[src/rtl/nibble_add_pkg.sv]
package nibble_add_pkg;

  // ==========================================================================
  // Widths
  // ==========================================================================
  localparam int unsigned NIB_W = 4;
  localparam int unsigned ADDR_W = 7;
  localparam int unsigned INSTR_W = 16;
  localparam int unsigned OP8_W = 8;
  localparam int unsigned OP9_W = 9;
  localparam int unsigned WSEL_W = 4;

  // ==========================================================================
  // Instruction word fields
  // ==========================================================================
  localparam int unsigned OP8_LSB = 8;
  localparam int unsigned OP9_LSB = 7;
  localparam int unsigned IMM_LSB = 4;
  localparam int unsigned WSEL_LSB = 0;
  localparam int unsigned ADDR_LSB = 0;

  // ==========================================================================
  // Opcodes
  // ==========================================================================
  localparam logic [OP8_W-1:0] OPC_IMM_CARRY_LOAD = 8'h0C;
  localparam logic [OP8_W-1:0] OPC_IMM_PLAIN_ADD = 8'h1C;
  localparam logic [OP8_W-1:0] OPC_IMM_CARRY_STORE = 8'h0D;
  localparam logic [OP8_W-1:0] OPC_IMM_STORE_BACK = 8'h1D;
  localparam logic [OP9_W-1:0] OPC_MEM_CARRY_LOAD = 9'h020;
  localparam logic [OP9_W-1:0] OPC_MEM_CARRY_STORE = 9'h012;
  localparam logic [OP9_W-1:0] OPC_MEM_STORE_BACK = 9'h032;
  // Provisional prefixes; see module parameters.
  localparam logic [OP9_W-1:0] OPC_MEM_PLAIN_ADD_DEF = 9'h030;
  localparam logic [OP9_W-1:0] OPC_MEM_KEEP_CARRY_DEF = 9'h050;

  // Working registers live at the bottom of data memory.
  localparam logic [ADDR_W-1:0] WREG_BASE = 7'h00;

  // ==========================================================================
  // Reset values
  // ==========================================================================
  localparam logic [NIB_W-1:0] NIB_ZERO = 4'h0;
  localparam logic [ADDR_W-1:0] ADDR_ZERO = 7'h00;

  typedef enum logic [2:0] {
    OP_NONE = 3'b000,
    OP_CARRY_LOAD = 3'b001,
    OP_CARRY_STORE = 3'b010,
    OP_PLAIN_ADD = 3'b011,
    OP_STORE_BACK = 3'b100,
    OP_KEEP_CARRY = 3'b101
  } add_op_t;

  typedef struct packed {
    add_op_t op;
    logic is_imm;
    logic [ADDR_W-1:0] addr;
    logic [NIB_W-1:0] imm;
  } decoded_t;

  typedef struct packed {
    logic we;
    logic [ADDR_W-1:0] addr;
    logic [NIB_W-1:0] data;
  } mem_write_t;

endpackage : nibble_add_pkg

[src/rtl/nibble_add_instruction_unit.sv]
// Operation
// - carry load, memory: acc gets mem + acc + carry; flags updated; one cycle.
// - carry load, immediate: acc gets wreg + imm + carry; wreg kept; flags updated.
// - carry store, memory: mem + acc + carry into acc and same location.
// - carry store, immediate: wreg + imm + carry into acc and that wreg.
// - plain add, memory: mem + acc, no carry-in, acc only, flags updated.
// - plain add, immediate: wreg + imm, no carry-in, acc only, flags updated.
// - store back, memory: mem + acc, no carry-in, into acc and memory.
// - store back, immediate: wreg + imm, no carry-in, into acc and wreg.
// - keep carry, memory: mem + acc into acc; carry untouched, zero updated.
// - immediate loads: 8-bit opcode, 4-bit immediate, 4-bit wreg selector.
// - immediate store forms use their own two 8-bit opcodes.
// - memory forms: 9-bit opcode prefix then 7-bit data address.
module nibble_add_instruction_unit
  import nibble_add_pkg::*;
#(
  parameter logic [OP9_W-1:0] OPC_MEM_PLAIN_ADD = OPC_MEM_PLAIN_ADD_DEF,
  parameter logic [OP9_W-1:0] OPC_MEM_KEEP_CARRY = OPC_MEM_KEEP_CARRY_DEF
) (
  input wire logic clk_sys_i,
  input wire logic resetn_i,
  input wire logic instr_valid_i,
  input wire logic [INSTR_W-1:0] instr_i,
  output logic [ADDR_W-1:0] rd_addr_o,
  input wire logic [NIB_W-1:0] rd_data_i,
  output logic mem_we_o,
  output logic [ADDR_W-1:0] mem_waddr_o,
  output logic [NIB_W-1:0] mem_wdata_o,
  output logic [NIB_W-1:0] result_o,
  output logic carry_flag_o,
  output logic zero_flag_o,
  output logic done_o,
  output logic unknown_o
);

  // ==========================================================================
  // Decode
  // ==========================================================================
  logic [OP8_W-1:0] op8;
  logic [OP9_W-1:0] op9;
  decoded_t dec_nxt;
  decoded_t ex_r;
  logic ex_valid_r;
  logic unknown_nxt;
  logic unknown_r;

  assign op8 = instr_i[OP8_LSB +: OP8_W];
  assign op9 = instr_i[OP9_LSB +: OP9_W];

  always_comb begin
    dec_nxt.op = OP_NONE;
    dec_nxt.is_imm = 1'b0;
    dec_nxt.addr = instr_i[ADDR_LSB +: ADDR_W];
    dec_nxt.imm = instr_i[IMM_LSB +: NIB_W];
    unknown_nxt = 1'b0;
    if (op8 == OPC_IMM_CARRY_LOAD || op8 == OPC_IMM_PLAIN_ADD ||
        op8 == OPC_IMM_CARRY_STORE || op8 == OPC_IMM_STORE_BACK) begin
      dec_nxt.is_imm = 1'b1;
      dec_nxt.addr = WREG_BASE + ADDR_W'(instr_i[WSEL_LSB +: WSEL_W]);
      unique case (op8)
        OPC_IMM_CARRY_LOAD: dec_nxt.op = OP_CARRY_LOAD;
        OPC_IMM_PLAIN_ADD: dec_nxt.op = OP_PLAIN_ADD;
        OPC_IMM_CARRY_STORE: dec_nxt.op = OP_CARRY_STORE;
        default: dec_nxt.op = OP_STORE_BACK;
      endcase
    end else if (op9 == OPC_MEM_CARRY_LOAD) begin
      dec_nxt.op = OP_CARRY_LOAD;
    end else if (op9 == OPC_MEM_CARRY_STORE) begin
      dec_nxt.op = OP_CARRY_STORE;
    end else if (op9 == OPC_MEM_STORE_BACK) begin
      dec_nxt.op = OP_STORE_BACK;
    end else if (op9 == OPC_MEM_PLAIN_ADD) begin
      dec_nxt.op = OP_PLAIN_ADD;
    end else if (op9 == OPC_MEM_KEEP_CARRY) begin
      dec_nxt.op = OP_KEEP_CARRY;
    end else begin
      unknown_nxt = instr_valid_i;
    end
  end

  always_ff @(posedge clk_sys_i) begin
    if (!resetn_i) begin
      ex_valid_r <= 1'b0;
      ex_r <= '{op: OP_NONE, is_imm: 1'b0, addr: ADDR_ZERO, imm: NIB_ZERO};
    end else begin
      ex_valid_r <= instr_valid_i && (dec_nxt.op != OP_NONE);
      ex_r <= dec_nxt;
    end
  end

  always_ff @(posedge clk_sys_i) begin
    if (!resetn_i) begin
      unknown_r <= 1'b0;
    end else begin
      unknown_r <= unknown_nxt;
    end
  end

  assign rd_addr_o = ex_r.addr;

  // ==========================================================================
  // Execute
  // ==========================================================================
  // The previous store is still in flight when the next add reads, so a
  // matching address takes the stored nibble instead of stale memory.
  mem_write_t wr_r;
  logic [NIB_W-1:0] operand;
  logic [NIB_W-1:0] opnd_b;
  logic cin;
  logic [NIB_W-1:0] sum;
  logic cout;
  logic [NIB_W-1:0] acc_r;
  logic cf_r;
  logic zf_r;
  logic done_r;
  logic is_store;

  assign operand = (wr_r.we && wr_r.addr == ex_r.addr) ? wr_r.data : rd_data_i;
  assign opnd_b = ex_r.is_imm ? ex_r.imm : acc_r;
  assign cin = (ex_r.op == OP_CARRY_LOAD || ex_r.op == OP_CARRY_STORE) ? cf_r : 1'b0;
  assign is_store = (ex_r.op == OP_CARRY_STORE || ex_r.op == OP_STORE_BACK);

  nibble_adder #(
    .W(NIB_W)
  ) u_adder (
    .a_i(operand),
    .b_i(opnd_b),
    .cin_i(cin),
    .sum_o(sum),
    .cout_o(cout)
  );

  always_ff @(posedge clk_sys_i) begin
    if (!resetn_i) begin
      acc_r <= NIB_ZERO;
      zf_r <= 1'b0;
    end else if (ex_valid_r) begin
      acc_r <= sum;
      zf_r <= (sum == NIB_ZERO);
    end
  end

  always_ff @(posedge clk_sys_i) begin
    if (!resetn_i) begin
      cf_r <= 1'b0;
    end else if (ex_valid_r && ex_r.op != OP_KEEP_CARRY) begin
      cf_r <= cout;
    end
  end

  always_ff @(posedge clk_sys_i) begin
    if (!resetn_i) begin
      wr_r <= '{we: 1'b0, addr: ADDR_ZERO, data: NIB_ZERO};
    end else begin
      wr_r.we <= ex_valid_r && is_store;
      wr_r.addr <= ex_r.addr;
      wr_r.data <= sum;
    end
  end

  always_ff @(posedge clk_sys_i) begin
    if (!resetn_i) begin
      done_r <= 1'b0;
    end else begin
      done_r <= ex_valid_r;
    end
  end

  assign mem_we_o = wr_r.we;
  assign mem_waddr_o = wr_r.addr;
  assign mem_wdata_o = wr_r.data;
  assign result_o = acc_r;
  assign carry_flag_o = cf_r;
  assign zero_flag_o = zf_r;
  assign done_o = done_r;
  assign unknown_o = unknown_r;
endmodule : nibble_add_instruction_unit

[src/rtl/nibble_adder.sv]
module nibble_adder #(
  parameter int unsigned W = 4
) (
  input wire logic [W-1:0] a_i,
  input wire logic [W-1:0] b_i,
  input wire logic cin_i,
  output logic [W-1:0] sum_o,
  output logic cout_o
);

  logic [W:0] full;

  assign full = {1'b0, a_i} + {1'b0, b_i} + {{W{1'b0}}, cin_i};
  assign sum_o = full[W-1:0];
  assign cout_o = full[W];

endmodule : nibble_adder

[config.mk]
export PLATFORM = sky130hd
export DESIGN_NAME = nibble_add_instruction_unit
export DESIGN_NICKNAME = d
export VERILOG_FILES = /design/src/rtl/nibble_add_pkg.sv /design/src/rtl/nibble_add_instruction_unit.sv /design/src/rtl/nibble_adder.sv
export SDC_FILE = /design/constraint.sdc
export NUM_CORES = 1
export LEC_CHECK = 0
export BUFFER_PORTS_ARGS = -buffer_cell sky130_fd_sc_hd__buf_2
export CORE_MARGIN = 2
export CORE_UTILIZATION = 40
export CTS_BUF_LIST = sky130_fd_sc_hd__clkbuf_4 sky130_fd_sc_hd__clkbuf_8 sky130_fd_sc_hd__clkbuf_16
export DETAILED_ROUTE_END_ITERATION = 10
export PLACE_DENSITY_LB_ADDON = 0.12
export SYNTH_ARGS = -nofsm -noshare
export SYNTH_HDL_FRONTEND = slang
export SYNTH_SLANG_ARGS = --single-unit
[constraint.sdc]
create_clock -name clk_sys_i -period 2.45 [get_ports clk_sys_i]
set_input_delay 0.49 -clock clk_sys_i [delete_from_list [all_inputs] [get_ports clk_sys_i]]
set_output_delay 0.49 -clock clk_sys_i [all_outputs]
set_load 0.01 [all_outputs]
# == Word-level counts from Yosys, hierarchy flattened ==
# Index checks and enable logic that the tools add are counted.
# totals
ff_bits,36
output_inout_bits,27
elab_cells,55
# classes
add_sub_neg,2
eq_ne,14
n_mux,11
bitwise_logic,1
reduce_logical,13
# ops
op,count
== test 9 x 6 -> 1 bit (second input constant),3
2-to-1 mux 3 bit,6
== test 8 x 4 -> 1 bit (second input constant),2
== test 8 x 5 -> 1 bit (second input constant),2
== test 9 x 5 -> 1 bit (second input constant),1
== test 9 x 7 -> 1 bit (second input constant),1
one-hot mux 3 bit (3 select lines),1
2-to-1 mux 4 bit,2
2-to-1 mux 8 bit,1
== test 7 bit,1
OR reduction 7 bit,1
adder 4 x 4 -> 5 bit,1
adder 5 x 1 -> 5 bit,1
logical OR 1 bit,5
logical AND 1 bit,4
zero test 4 bit,1
== test 3 x 1 -> 1 bit (second input constant),1
== test 3 x 2 -> 1 bit (second input constant),1
== test 3 bit (second input constant),1
!= test 3 bit (second input constant),1
nonzero test 3 bit,1
OR reduction 2 bit,1
2-to-1 mux 1 bit,1
inverter 1 bit,1

# == Depth between registers and ports, before layout ==
# Gate-level depths: netlist of the first run.
# logic_depth
depth_word,9
depth_mapped,11
mapped_depth_nobuf,11

# == By module ==
# A second synthesis of the first run with hierarchy kept.
# unflattened
cells_unflattened,155
hier_area_um2,1567.8
# by_module_without_submodules
module,n_inst,cells_each,area_each_um2,seq_area_each_um2
nibble_add_instruction_unit,1,139,1423.9,720.7
nibble_adder,1,16,143.9,0.0

# == Worst setup path after synthesis of the first run ==
# No wires, ideal clock.
# synth_timing
path_type,reg2reg
start,register wr_r (netlist bit mem_waddr_o[6])
end,register zf_r (netlist: zero_flag_o)
setup_ns,0.088
t_arrival_ns,2.503
t_required_ns,2.362
path_slack_ns,-0.141
path_stages_with_launch,11
path_buffers,0
period_less_slack_ns,2.591
cell_sequence,dfxtp_1 -> xnor2_1 -> nand4_1 -> nor2_1 -> mux2_2 -> ha_1 -> nor2b_1 -> o21a_1 -> or3_1 -> and2_1 -> o32ai_2
# synth_between
elab_chain_len,6
# synth_lines
element,line,source
"start, declared",nibble_add_instruction_unit.sv:106,mem_write_t wr_r;
"start signal, assigned",nibble_add_instruction_unit.sv:153,"wr_r <= '{we: 1'b0, addr: ADDR_ZERO, data: NIB_ZERO};"
== test 7 bit,nibble_add_instruction_unit.sv:118,assign operand = (wr_r.we && wr_r.addr == ex_r.addr) ? wr_r.data : rd_data_i;
logical AND 1 bit,nibble_add_instruction_unit.sv:118,
2-to-1 mux 4 bit,nibble_add_instruction_unit.sv:118,
adder 4 x 4 -> 5 bit,nibble_adder.sv:13,"assign full = {1'b0, a_i} + {1'b0, b_i} + {{W{1'b0}}, cin_i};"
adder 5 x 1 -> 5 bit,nibble_adder.sv:13,
zero test 4 bit,nibble_add_instruction_unit.sv:139,zf_r <= (sum == NIB_ZERO);
"end signal, assigned",nibble_add_instruction_unit.sv:139,
"end, declared",nibble_add_instruction_unit.sv:114,logic zf_r;
# No other way between the ends.
# A chain may end at the register's enable or synchronous reset.

# == Worst setup path after layout of the first run ==
# layout_timing
start,register ex_r (netlist bit rd_addr_o[6])
end,register zf_r (netlist: zero_flag_o)
# layout_between
elab_chain_len,6
# layout_lines
element,line,source
"start, declared",nibble_add_instruction_unit.sv:42,decoded_t ex_r;
"start signal, assigned",nibble_add_instruction_unit.sv:84,"ex_r <= '{op: OP_NONE, is_imm: 1'b0, addr: ADDR_ZERO, imm: NIB_ZERO};"
"start signal, assigned",nibble_add_instruction_unit.sv:87,ex_r <= dec_nxt;
== test 7 bit,nibble_add_instruction_unit.sv:118,
logical AND 1 bit,nibble_add_instruction_unit.sv:118,
2-to-1 mux 4 bit,nibble_add_instruction_unit.sv:118,
adder 4 x 4 -> 5 bit,nibble_adder.sv:13,
adder 5 x 1 -> 5 bit,nibble_adder.sv:13,
zero test 4 bit,nibble_add_instruction_unit.sv:139,
# No other way between the ends.

==> reports/results.ini, run 1 <==
[logic_synthesis]
synth_area_mm2=0.00152
avgSynthCellArea_um2=10.2
synth_edf_count=0
syn_inst=150
syn_nets=178
ys_ff_latch=36
synth_ff_type=dfxtp_1
async_reset_ff_frac=0
ys_types=32
yosys_warnings=0
ys_seq_area_frac=0.473

[outcome]
status=complete, no violations

[critical_path]
rrSetupSlack_ps=50
critPathMaxStageDelay_ps=340
startpoint=rd_addr_o[6]$_SDFF_PP0_
path_cells=xnor2_2 > nand4_1 > nor2_4 > buf_6 > mux2i_2 > fa_2 > nor2b_4 > o21a_1 > or3_4 > and2_4 > o32ai_2
cp.depth=11
cp_slowest_cell=dfxtp_2
worstPathArrival_ps=2610
crit_type=flop to flop
start_kind=flop
worst_r2r_path_depth=11
timing.rr.start=rd_addr_o[6]$_SDFF_PP0_
crit_required_ps=2660
crit_family=simple AND/OR/NAND/NOR gates
crit_fanout=3
cp.buffers_inverters=1
end_kind=flop

[layout]
post-route-util=0.572
antenna_cells=0
final_cell_area_mm2=0.00209
fillers=331
syn_to_final_growth_pct=37.4
final_nets=233
multi_input_area_um2=832
seqCellArea_um2=737
drive_gt1_frac=0.510

[timing]
tightest_slew_ps=362
max_slew_margin=0.759
fmax_mhz=417
slew_violations=0
fin_skew_ps=2.67
hold_viol=0
rsz0062_at_grt=true
worst_hold_slack_ps=400
setup-violations-final=0
fin_crit_ps=2400
fin_crit_sh=0.980

[cts]
cts_tree=done
cts.path.max_buffers=2
clk_pin_slew_worst_paths_ps=70
clk_latency_ps=290
clockRootBuffer=clkbuf_8
cts_made_buffers=5
postCtsHoldBufs=0
cts_max_level=2
cts.sinks=36

[pwr]
peakVddDrop_mv=0.402
pwr_density_cell_mw_per_mm2=626
p_leak_nw=0.926

[floorplan]
core_area_mm2=0.00366
io_pins=50
die_x_um=65.7
fp.dieH_um=65.7
initial_core_util=0.416
die-area_mm2=0.00432
num_rows=22

[min_path]
whs_path_depth=2
hp-class=input port to flop
worstHoldStart=instr_i[3]

[routing]
viasPerCell=4.61
highest_layer=met4
ant_nets=0
vias=1172
drc=0
route.met3.wl_um=181
drt_iter0_drc=30
wirelength_um=3200
met1_length_um=1370
wire_per_inst_um=12.6
drt_first_pass_iters=4
route.met2.wl_um=1580

[grt]
grt_pass1_vias=1160
grt_max_degree=14
grt_usage=0.164
globalRoute.totalOverflow=0
grt_pass1_wl_um=5150
antenna_found_initial=0

[placed_design]
place_area_mm2=0.00184
gp_congestion=0.794
io_buffers=49
hpwl_um=2420

[job]
cap_violations=0

==> timing repair <==
item / CTS / global route
resized for setup: 10 / 15
pin swaps: 9 / 12
setup endpoints to repair: 6 / 6
setup buffers: 1 / 0
==> metal layers <==
layer  vias to the layer above  GRT usage
li1                        603          -
met1                       528      0.182
met2                        35      0.279
met3                         6     0.0565
met4                         0     0.0781
met5                         -          0
==> worst paths after layout <==
check	end
worst min-delay path	rd_addr_o[3]$_SDFF_PN0_
worst max register to register	zero_flag_o$_SDFFE_PN0P_
worst min register to register	mem_we_o$_SDFF_PN0_
worst max-delay path	zero_flag_o$_SDFFE_PN0P_
==> kinds of logic (layout without fill, tap and decap cells) <==
| group | Yosys count | in the layout | share of synthesized area |
|---|---|---|---|
| muxes | 9 | 9 | 0.0640 |
| DFF | 36 | 36 | 0.473 |
| and+or+nand+nor | 59 | 59 | 0.222 |
| buffers and inverters | 15 | 71 | 0.0542 |
| AOI/OAI and AO/OA | 15 | 15 | 0.0731 |
| adders and majority gates | 5 | 5 | 0.0509 |
| xor gates and xnor gates | 11 | 11 | 0.0632 |
==> cells in the mapped netlist, types with 4 or more instances <==
master	count	area (um2)
nand2_1	6	22.5
mux2_2	6	67.6
and2_1	21	131
dfxtp_1	36	721
o21ai_0	4	20.0
nand3_1	4	20.0
xnor2_1	8	70.1
nor2_1	12	45.0
buf_4	7	52.6
inv_1	4	15.0
a21oi_1	4	20.0
==> state kept, by name (all words and copies together) (netlist names) <==
signal	flops
carry_flag_o	1
mem_waddr_o	7
ex_r	8
ex_valid_r	1
unknown_o	1
mem_we_o	1
done_o	1
rd_addr_o	7
zero_flag_o	1
mem_wdata_o	4
result_o	4
==> cell type report <==
cell class	instances	share of cell area
multi-input cells	99	0.397
inverters	5	0.00896
flip-flops and latches	36	0.352
clock buffers	7	0.0460
repair buffers	58	0.153
well taps	48	0.0287
clock inverters	1	0.0143
==> power breakdown <==
group	switching, W	internal, W
Clock	0.000205	0.000359
Combinational	0.0000580	0.0000687
Sequential	0.0000138	0.000608
Total	0.000277	0.00104
==> metrics by stage <==
stage	total power (W)	worst slack (ps)	std cells	setup TNS [ps]
3_3_place_gp	0.000743	-104	245	-154
2_1_floorplan	0.000695	5.12	150	0
4_1_cts	0.00131	-44.4	254	-114
3_5_place_dp	0.000745	-97.3	245	-237
6_report	0.00131	50.0	254	0
5_1_grt	0.00136	-81.0	254	-208
==> cells in the final DEF (no fill, tap or decap), types with 2 or more instances in the layout <==
master	instances
buf_2	49
dfxtp_1	23
and2_1	20
dfxtp_2	13
nor2_1	11
clkbuf_8	7
buf_4	7
nand2_1	6
xnor2_2	4
xnor2_1	4
mux2_2	4
inv_1	4
nand3_1	4
a21oi_1	4
o21ai_0	4
xor2_1	3
nand4_1	3
a211oi_1	3
ha_4	3
mux2_4	2
mux2i_1	2
nand2b_1	2
and3_1	2
fa_2	2
buf_6	2
Power figures use the tool's default switching activity.
==> run 2, diff against run 1 <==
--- a/config.mk
+++ b/config.mk
@@ -10,7 +10,7 @@
 export CORE_UTILIZATION = 40
 export CTS_BUF_LIST = sky130_fd_sc_hd__clkbuf_4 sky130_fd_sc_hd__clkbuf_8 sky130_fd_sc_hd__clkbuf_16
 export DETAILED_ROUTE_END_ITERATION = 10
-export PLACE_DENSITY_LB_ADDON = 0.12
+export PLACE_DENSITY = 0.77
 export SYNTH_ARGS = -nofsm -noshare
 export SYNTH_HDL_FRONTEND = slang
 export SYNTH_SLANG_ARGS = --single-unit
==> run 2 against run 1 <==
Against the previous run:
- non-clock buffer count is 4 lower
- critical path depth unchanged
- register-to-register slack worse by 30 ps
- combinational power decreased by 6%
- global-route usage is 0.16 points higher
- design area shrank 3.6%
- flip-flop and latch count unchanged
==> reports/results.ini, run 2 (synthesized netlist as in run 1, its figures left out) <==
[routing]
drt_iter0_drc=15  ; -50%
viasPerCell=4.74  ; +2.7%
vias=1185  ; +1.1%
drt_first_pass_iters=4  ; unchanged
wirelength_um=3250  ; +1.8%
drc=0  ; unchanged
wire_per_inst_um=13.0  ; +3.4%
ant_nets=0  ; unchanged

[grt]
grt_usage=0.166  ; +0.00157
antenna_found_initial=0  ; unchanged
grt_pass1_vias=1189  ; +2.5%
grt_max_degree=23  ; +9
globalRoute.totalOverflow=0  ; unchanged
grt_pass1_wl_um=5260  ; +2.0%

[cts]
cts_made_buffers=5  ; unchanged
cts_setup_buffers=0  ; -1
cts.path.max_buffers=2  ; unchanged
clockRootBuffer=clkbuf_8
cts_max_level=2  ; unchanged
cts_tree=done
cts.sinks=36  ; unchanged
clk_latency_ps=290  ; about the same
postCtsHoldBufs=0  ; unchanged
clk_pin_slew_worst_paths_ps=70  ; about the same

[job]
cap_violations=0  ; unchanged

[timing]
setup-violations-final=0  ; unchanged
tightest_slew_ps=379  ; +17.4 ps
rsz0062_at_grt=true
worst_hold_slack_ps=401  ; +1.22 ps
fin_crit_sh=0.993  ; +0.0130
fin_crit_ps=2430  ; +31.8 ps
hold_viol=0  ; unchanged
slew_violations=0  ; unchanged
max_slew_margin=0.747  ; -0.0116
fmax_mhz=411  ; -1.3%
fin_skew_ps=5.10  ; +2.43 ps

[min_path]
hold_end=rd_addr_o[3]$_SDFF_PN0_
whs_path_depth=2  ; unchanged
worstHoldStart=instr_i[3]
hp-class=input port to flop

[critical_path]
worstPathArrival_ps=2640  ; +30 ps
crit_required_ps=2650  ; about the same
cp_slowest_cell=or3_4
path_cells=xnor2_1 > nand4_1 > nor2_2 > buf_4 > mux2i_2 > fa_2 > nor2b_1 > o21a_1 > or3_4 > and2_4 > o32ai_2
crit_family=simple AND/OR/NAND/NOR gates
end_kind=flop
worst_r2r_path_depth=11  ; unchanged
start_kind=flop
timing.rr.start=rd_addr_o[6]$_SDFF_PP0_
crit_type=flop to flop
rrSetupSlack_ps=20  ; -30 ps
cp.buffers_inverters=1  ; unchanged
r2r-end=zero_flag_o$_SDFFE_PN0P_
critPathMaxStageDelay_ps=340  ; about the same
crit_fanout=3  ; unchanged

[layout]
largest_reg_flops=8  ; unchanged
fin_cells=250  ; -1.6%
drive_gt1_frac=0.485  ; -0.0246
syn_to_final_growth_pct=32.5
final_nets=229  ; -1.7%
layout_common_cells=buf_2, dfxtp_1, and2_1
post-route-util=0.552  ; -0.0205
layout_commonest_cell=buf_2
fillers=338  ; +2.1%
largest_register=ex_r
antenna_cells=0  ; unchanged

[pwr]
peakVddDrop_mv=0.415  ; +3.2%
p_leak_nw=0.885  ; -4.4%
pwr_density_cell_mw_per_mm2=619  ; -1.1%

[floorplan]
num_rows=22  ; unchanged
core_area_mm2=0.00366  ; unchanged
die-area_mm2=0.00432  ; unchanged
fp.dieH_um=65.7  ; unchanged
die_x_um=65.7  ; unchanged
initial_core_util=0.416  ; unchanged
io_pins=50  ; unchanged

[placed_design]
hpwl_um=2420  ; +0.15%
gp_congestion=0.832  ; +4.7%
placed_cells=242  ; -1.2%
io_buffers=49  ; unchanged

[outcome]
status=complete, no violations

==> run 2: cell count changes in the layout (fill, tap and decap cells not counted), sizes merged <==
cell	previous run	this run
buf	58	54
clkbuf	7	5
clkinv	1	2
clkinvlp	0	1
==> run 2: per-layer routing <==
metal | track usage | up-vias | wire, um
li1 | - | 603 | -
met3 | 0.0462 | 10 | 165
met2 | 0.284 | 38 | 1680
met1 | 0.177 | 534 | 1270
met5 | 0 | - | 0
met4 | 0.107 | 0 | 138
==> run 2: cell type report <==
type / instances / area [um2] / share of cell area
flip-flops and latches: 36 / 736 / 0.364
well taps: 48 / 60.1 / 0.0297
inverters: 5 / 18.8 / 0.00929
clock inverters: 3 / 42.5 / 0.0211
repair buffers: 54 / 283 / 0.140
multi-input cells: 99 / 811 / 0.401
clock buffers: 5 / 68.8 / 0.0341
==> run 2: worst register-to-register path, cell delays in order, from the launching register on <==
cell and delay [ps]:
dfxtp_2 330, xnor2_1 160, nand4_1 140, nor2_2 180
buf_4 160, mux2i_2 240, fa_2 250, nor2b_1 50
o21a_1 180, or3_4 340, and2_4 150, o32ai_2 180
==> run 2: report_power, final <==
group	switching (W)	internal, W	leakage (nW)
combinational	0.0000569	0.0000623	0.532
sequential	0.0000146	0.000607	0.300
clock	0.000209	0.000301	0.0541
==> run 2: repair_timing <==
action                                  CTS  global route
gates cloned                              0             0
resized for setup                        10             8
endpoints found under the setup margin    4             3
pin swaps                                 6             9
==> run 2: stage by stage <==
stage	area, um2	setup TNS, ps	setup WS (ps)	total power, W
floorplan	1540	0	5.12	0.000695
global placement	1820	-72.5	-72.5	0.000739
detailed placement	1820	-196	-118	0.000741
CTS	1990	-58.7	-58.7	0.00126
global route	2020	-155	-113	0.00130
finish	2020	0	18.2	0.00125
==> run 2: how the worst max path moves through the flow <==
stage                                    from                       end  slack, ps  cells past startpoint
finish                rd_addr_o[6]$_SDFF_PP0_  zero_flag_o$_SDFFE_PN0P_         20                     11
global route          rd_addr_o[6]$_SDFF_PP0_  zero_flag_o$_SDFFE_PN0P_       -110                     10
CTS                 mem_waddr_o[3]$_SDFF_PN0_  zero_flag_o$_SDFFE_PN0P_        -60                     10
detailed placement    rd_addr_o[5]$_SDFF_PP0_  zero_flag_o$_SDFFE_PN0P_       -120                     10
global placement      rd_addr_o[0]$_SDFF_PN0_  zero_flag_o$_SDFFE_PN0P_        -70                     10
floorplan           mem_waddr_o[2]$_SDFF_PN0_  zero_flag_o$_SDFFE_PN0P_          5                     10
==> run 3, diff against run 2 <==
--- a/config.mk
+++ b/config.mk
@@ -13,4 +13,5 @@
 export PLACE_DENSITY = 0.77
 export SYNTH_ARGS = -nofsm -noshare
 export SYNTH_HDL_FRONTEND = slang
+export SYNTH_HIERARCHICAL = 1
 export SYNTH_SLANG_ARGS = --single-unit
==> run 3 against run 2 <==
Against the previous run:
- combinational power is 7% higher
- cell count increased by 2.0%
- first-iteration DRC count increased to 3.2 times the previous value
- critical path type unchanged
- highest routed layer unchanged
- global-route usage is 1.2 points lower
- critical path depth is the same
- routed wire length fell by 3.9%
==> reports/results.ini, run 3 <==
[floorplan]
die_x_um=66.6  ; +1.3%
initial_core_util=0.422  ; +0.00562
num_rows=22  ; unchanged
io_pins=50  ; unchanged
core_area_mm2=0.00372  ; +1.5%
die-area_mm2=0.00444  ; +2.7%
fp.dieH_um=66.6  ; +1.3%

[logic_synthesis]
yosys.area.top_type=dfxtp_1
yosys_warnings=6  ; +6
yosysMostFrequentCell=dfxtp_1
ys_types=37  ; +16%
ys_ff_latch=36  ; unchanged
syn_inst=155  ; +3.3%
syn_nets=183  ; +2.8%
ys_seq_area_frac=0.460  ; -0.0132
yosysTopAreaCellShare=0.460  ; -0.0132
synthTopCellsByCount=dfxtp_1, and2_1, nor2_1, xnor2_1, mux2_2
async_reset_ff_frac=0  ; unchanged
synth_area_mm2=0.00157  ; +2.9%
synth_ff_type=dfxtp_1
avgSynthCellArea_um2=10.1  ; -0.44%
synth_edf_count=0  ; unchanged
synthTopCellsByArea=dfxtp_1, and2_1, xnor2_1

[critical_path]
start_kind=flop
crit_type=flop to flop
crit_required_ps=2640  ; about the same
worstPathArrival_ps=2610  ; -30 ps
crit_fanout=3  ; unchanged
end_kind=flop
startpoint=mem_waddr_o[2]$_SDFF_PN0_
timing.rr.start=mem_waddr_o[2]$_SDFF_PN0_

[cts]
cts.path.max_buffers=2  ; unchanged
cts_tree=done
clockRootBuffer=clkbuf_8
cts_max_level=2  ; unchanged
cts_made_buffers=5  ; unchanged
clk_latency_ps=290  ; about the same
cts.sinks=36  ; unchanged
clk_pin_slew_worst_paths_ps=80  ; about the same

[layout]
layout_commonest_cell=buf_2
fin_cells=255  ; +2.0%
largest_register=ex_r
drive_gt1_frac=0.459  ; -0.0262
largest_reg_flops=8  ; unchanged
final_nets=234  ; +2.2%
syn_to_final_growth_pct=29.5
antenna_cells=0  ; unchanged
layout_common_cells=buf_2, dfxtp_1, and2_1

[timing]
hold_viol=0  ; unchanged
fin_skew_ps=8.33  ; +3.24 ps
setup-violations-final=0  ; unchanged
max_slew_margin=0.748  ; +0.00106
fin_crit_sh=0.990  ; -0.00244
fin_crit_ps=2430  ; -5.99 ps
setup_slack_ps=24.2  ; +5.99 ps
rsz0062_at_grt=true
worst_hold_slack_ps=405  ; +3.84 ps
tightest_slew_ps=377  ; -1.59 ps
slew_violations=0  ; unchanged
fmax_mhz=412  ; +0.25%
tns_ps=0  ; unchanged

[routing]
drt_iter0_drc=48  ; +33
ant_nets=0  ; unchanged
drc=0  ; unchanged
vias=1201  ; +1.4%
drt_first_pass_iters=4  ; unchanged
wirelength_um=3130  ; -3.9%
viasPerCell=4.71  ; -0.64%
wire_per_inst_um=12.3  ; -5.8%

[pwr]
peakVddDrop_mv=0.189  ; -55%
pwr-share-seq=0.536  ; +0.039
p_leak_nw=0.925  ; +4.5%
pwr-share-clk=0.354  ; -0.053
p_sw_frac=0.246  ; +0.0217
p_total_w=0.00116  ; -7.6%
p_int_w=0.000871  ; -10%
combPwrFrac=0.110  ; +0.015
pwr_density_cell_mw_per_mm2=569  ; -8.2%
p_sw_w=0.000284  ; +1.3%

[min_path]
worstHoldStart=instr_i[2]
hp-class=input port to flop

[placed_design]
hpwl_um=2340  ; -3.3%
gp_congestion=0.813  ; -2.3%
io_buffers=49  ; unchanged
pre_cts_slack_ps=-103  ; +14.4 ps
placed_cells=245  ; +1.2%

[outcome]
status=complete, no violations

[grt]
globalRoute.totalOverflow=0  ; unchanged
grt_usage=0.153  ; -0.0123
antenna_found_initial=0  ; unchanged
grt_pass1_wl_um=5000  ; -5.0%
grt_max_degree=24  ; +4.3%
grt_pass1_vias=1140  ; -4.1%

[job]
cap_violations=0  ; unchanged

-- run 3: cell families after synthesis --
| logic type | count (synthesis) | synth area share |
|---|---|---|
| AOI/OAI and AO/OA | 13 | 0.0543 |
| xor gates and xnor gates | 12 | 0.0670 |
| adders and majority gates | 5 | 0.0495 |
| buffers and inverters | 16 | 0.0559 |
| DFF | 36 | 0.460 |
| muxes | 14 | 0.0958 |
| and+or+nand+nor | 59 | 0.218 |
-- run 3: layer usage --
layer,wire [um],vias up,global-route usage
li1,-,608,-
met1,1380,547,0.183
met2,1460,40,0.245
met3,227,6,0.0608
met4,54,0,0.0638
met5,0,-,0
-- run 3: worst paths after layout --
check / cells past startpoint / slack (ps) / end
hold reg to reg: 1 / 470 / mem_we_o$_SDFF_PN0_
hold / removal: 2 / 400 / rd_addr_o[2]$_SDFF_PN0_
setup reg to reg: 11 / 20 / zero_flag_o$_SDFFE_PN0P_
setup / recovery: 11 / 20 / zero_flag_o$_SDFFE_PN0P_
-- run 3: critical path, stage by stage (launching register included) --
cell     delay [ps]
dfxtp_2         340
xnor2_2         150
nand4_1         150
nor2_2          190
mux2_4          330
fa_2            370
inv_2            70
fa_2            430
inv_2            80
nor4_1           50
mux2i_1         130
nor2_1           60
-- run 3: timing repair --
| item | in CTS | in global routing |
|---|---|---|
| pin swaps | 11 | 7 |
| endpoints found under the setup margin | 2 | 6 |
| hold buffers | 0 | 0 |
| setup buffers | 2 | 0 |
| gates resized for setup | 16 | 5 |
-- run 3: area by class of cell --
| cell class | count | area [um2] |
|---|---|---|
| fillers | 351 | 1690 |
| multi-input cells | 103 | 842 |
| flip-flops and latches | 36 | 732 |
| repair buffers | 54 | 287 |
| clock buffers | 5 | 68.8 |
| well taps | 48 | 60.1 |
| inverters | 6 | 22.5 |
| clock inverters | 3 | 18.8 |
-- run 3: per-stage QoR --
step	cell area (um2)	utilization
2_1_floorplan	1570	-
3_3_place_gp	1830	0.494
3_5_place_dp	1830	0.494
6_report	2030	0.546
4_1_cts	2010	0.541
5_1_grt	2030	0.546
-- run 3: power groups by stage --
stage / sequential [W] / combinational [W] / clock (W)
floorplan: 0.000634 / 0.0000669 / 0
global placement: 0.000629 / 0.000115 / 0
detailed placement: 0.000630 / 0.000115 / 0
CTS: 0.000619 / 0.000125 / 0.000422
global route: 0.000621 / 0.000141 / 0.000452
finish: 0.000620 / 0.000127 / 0.000409
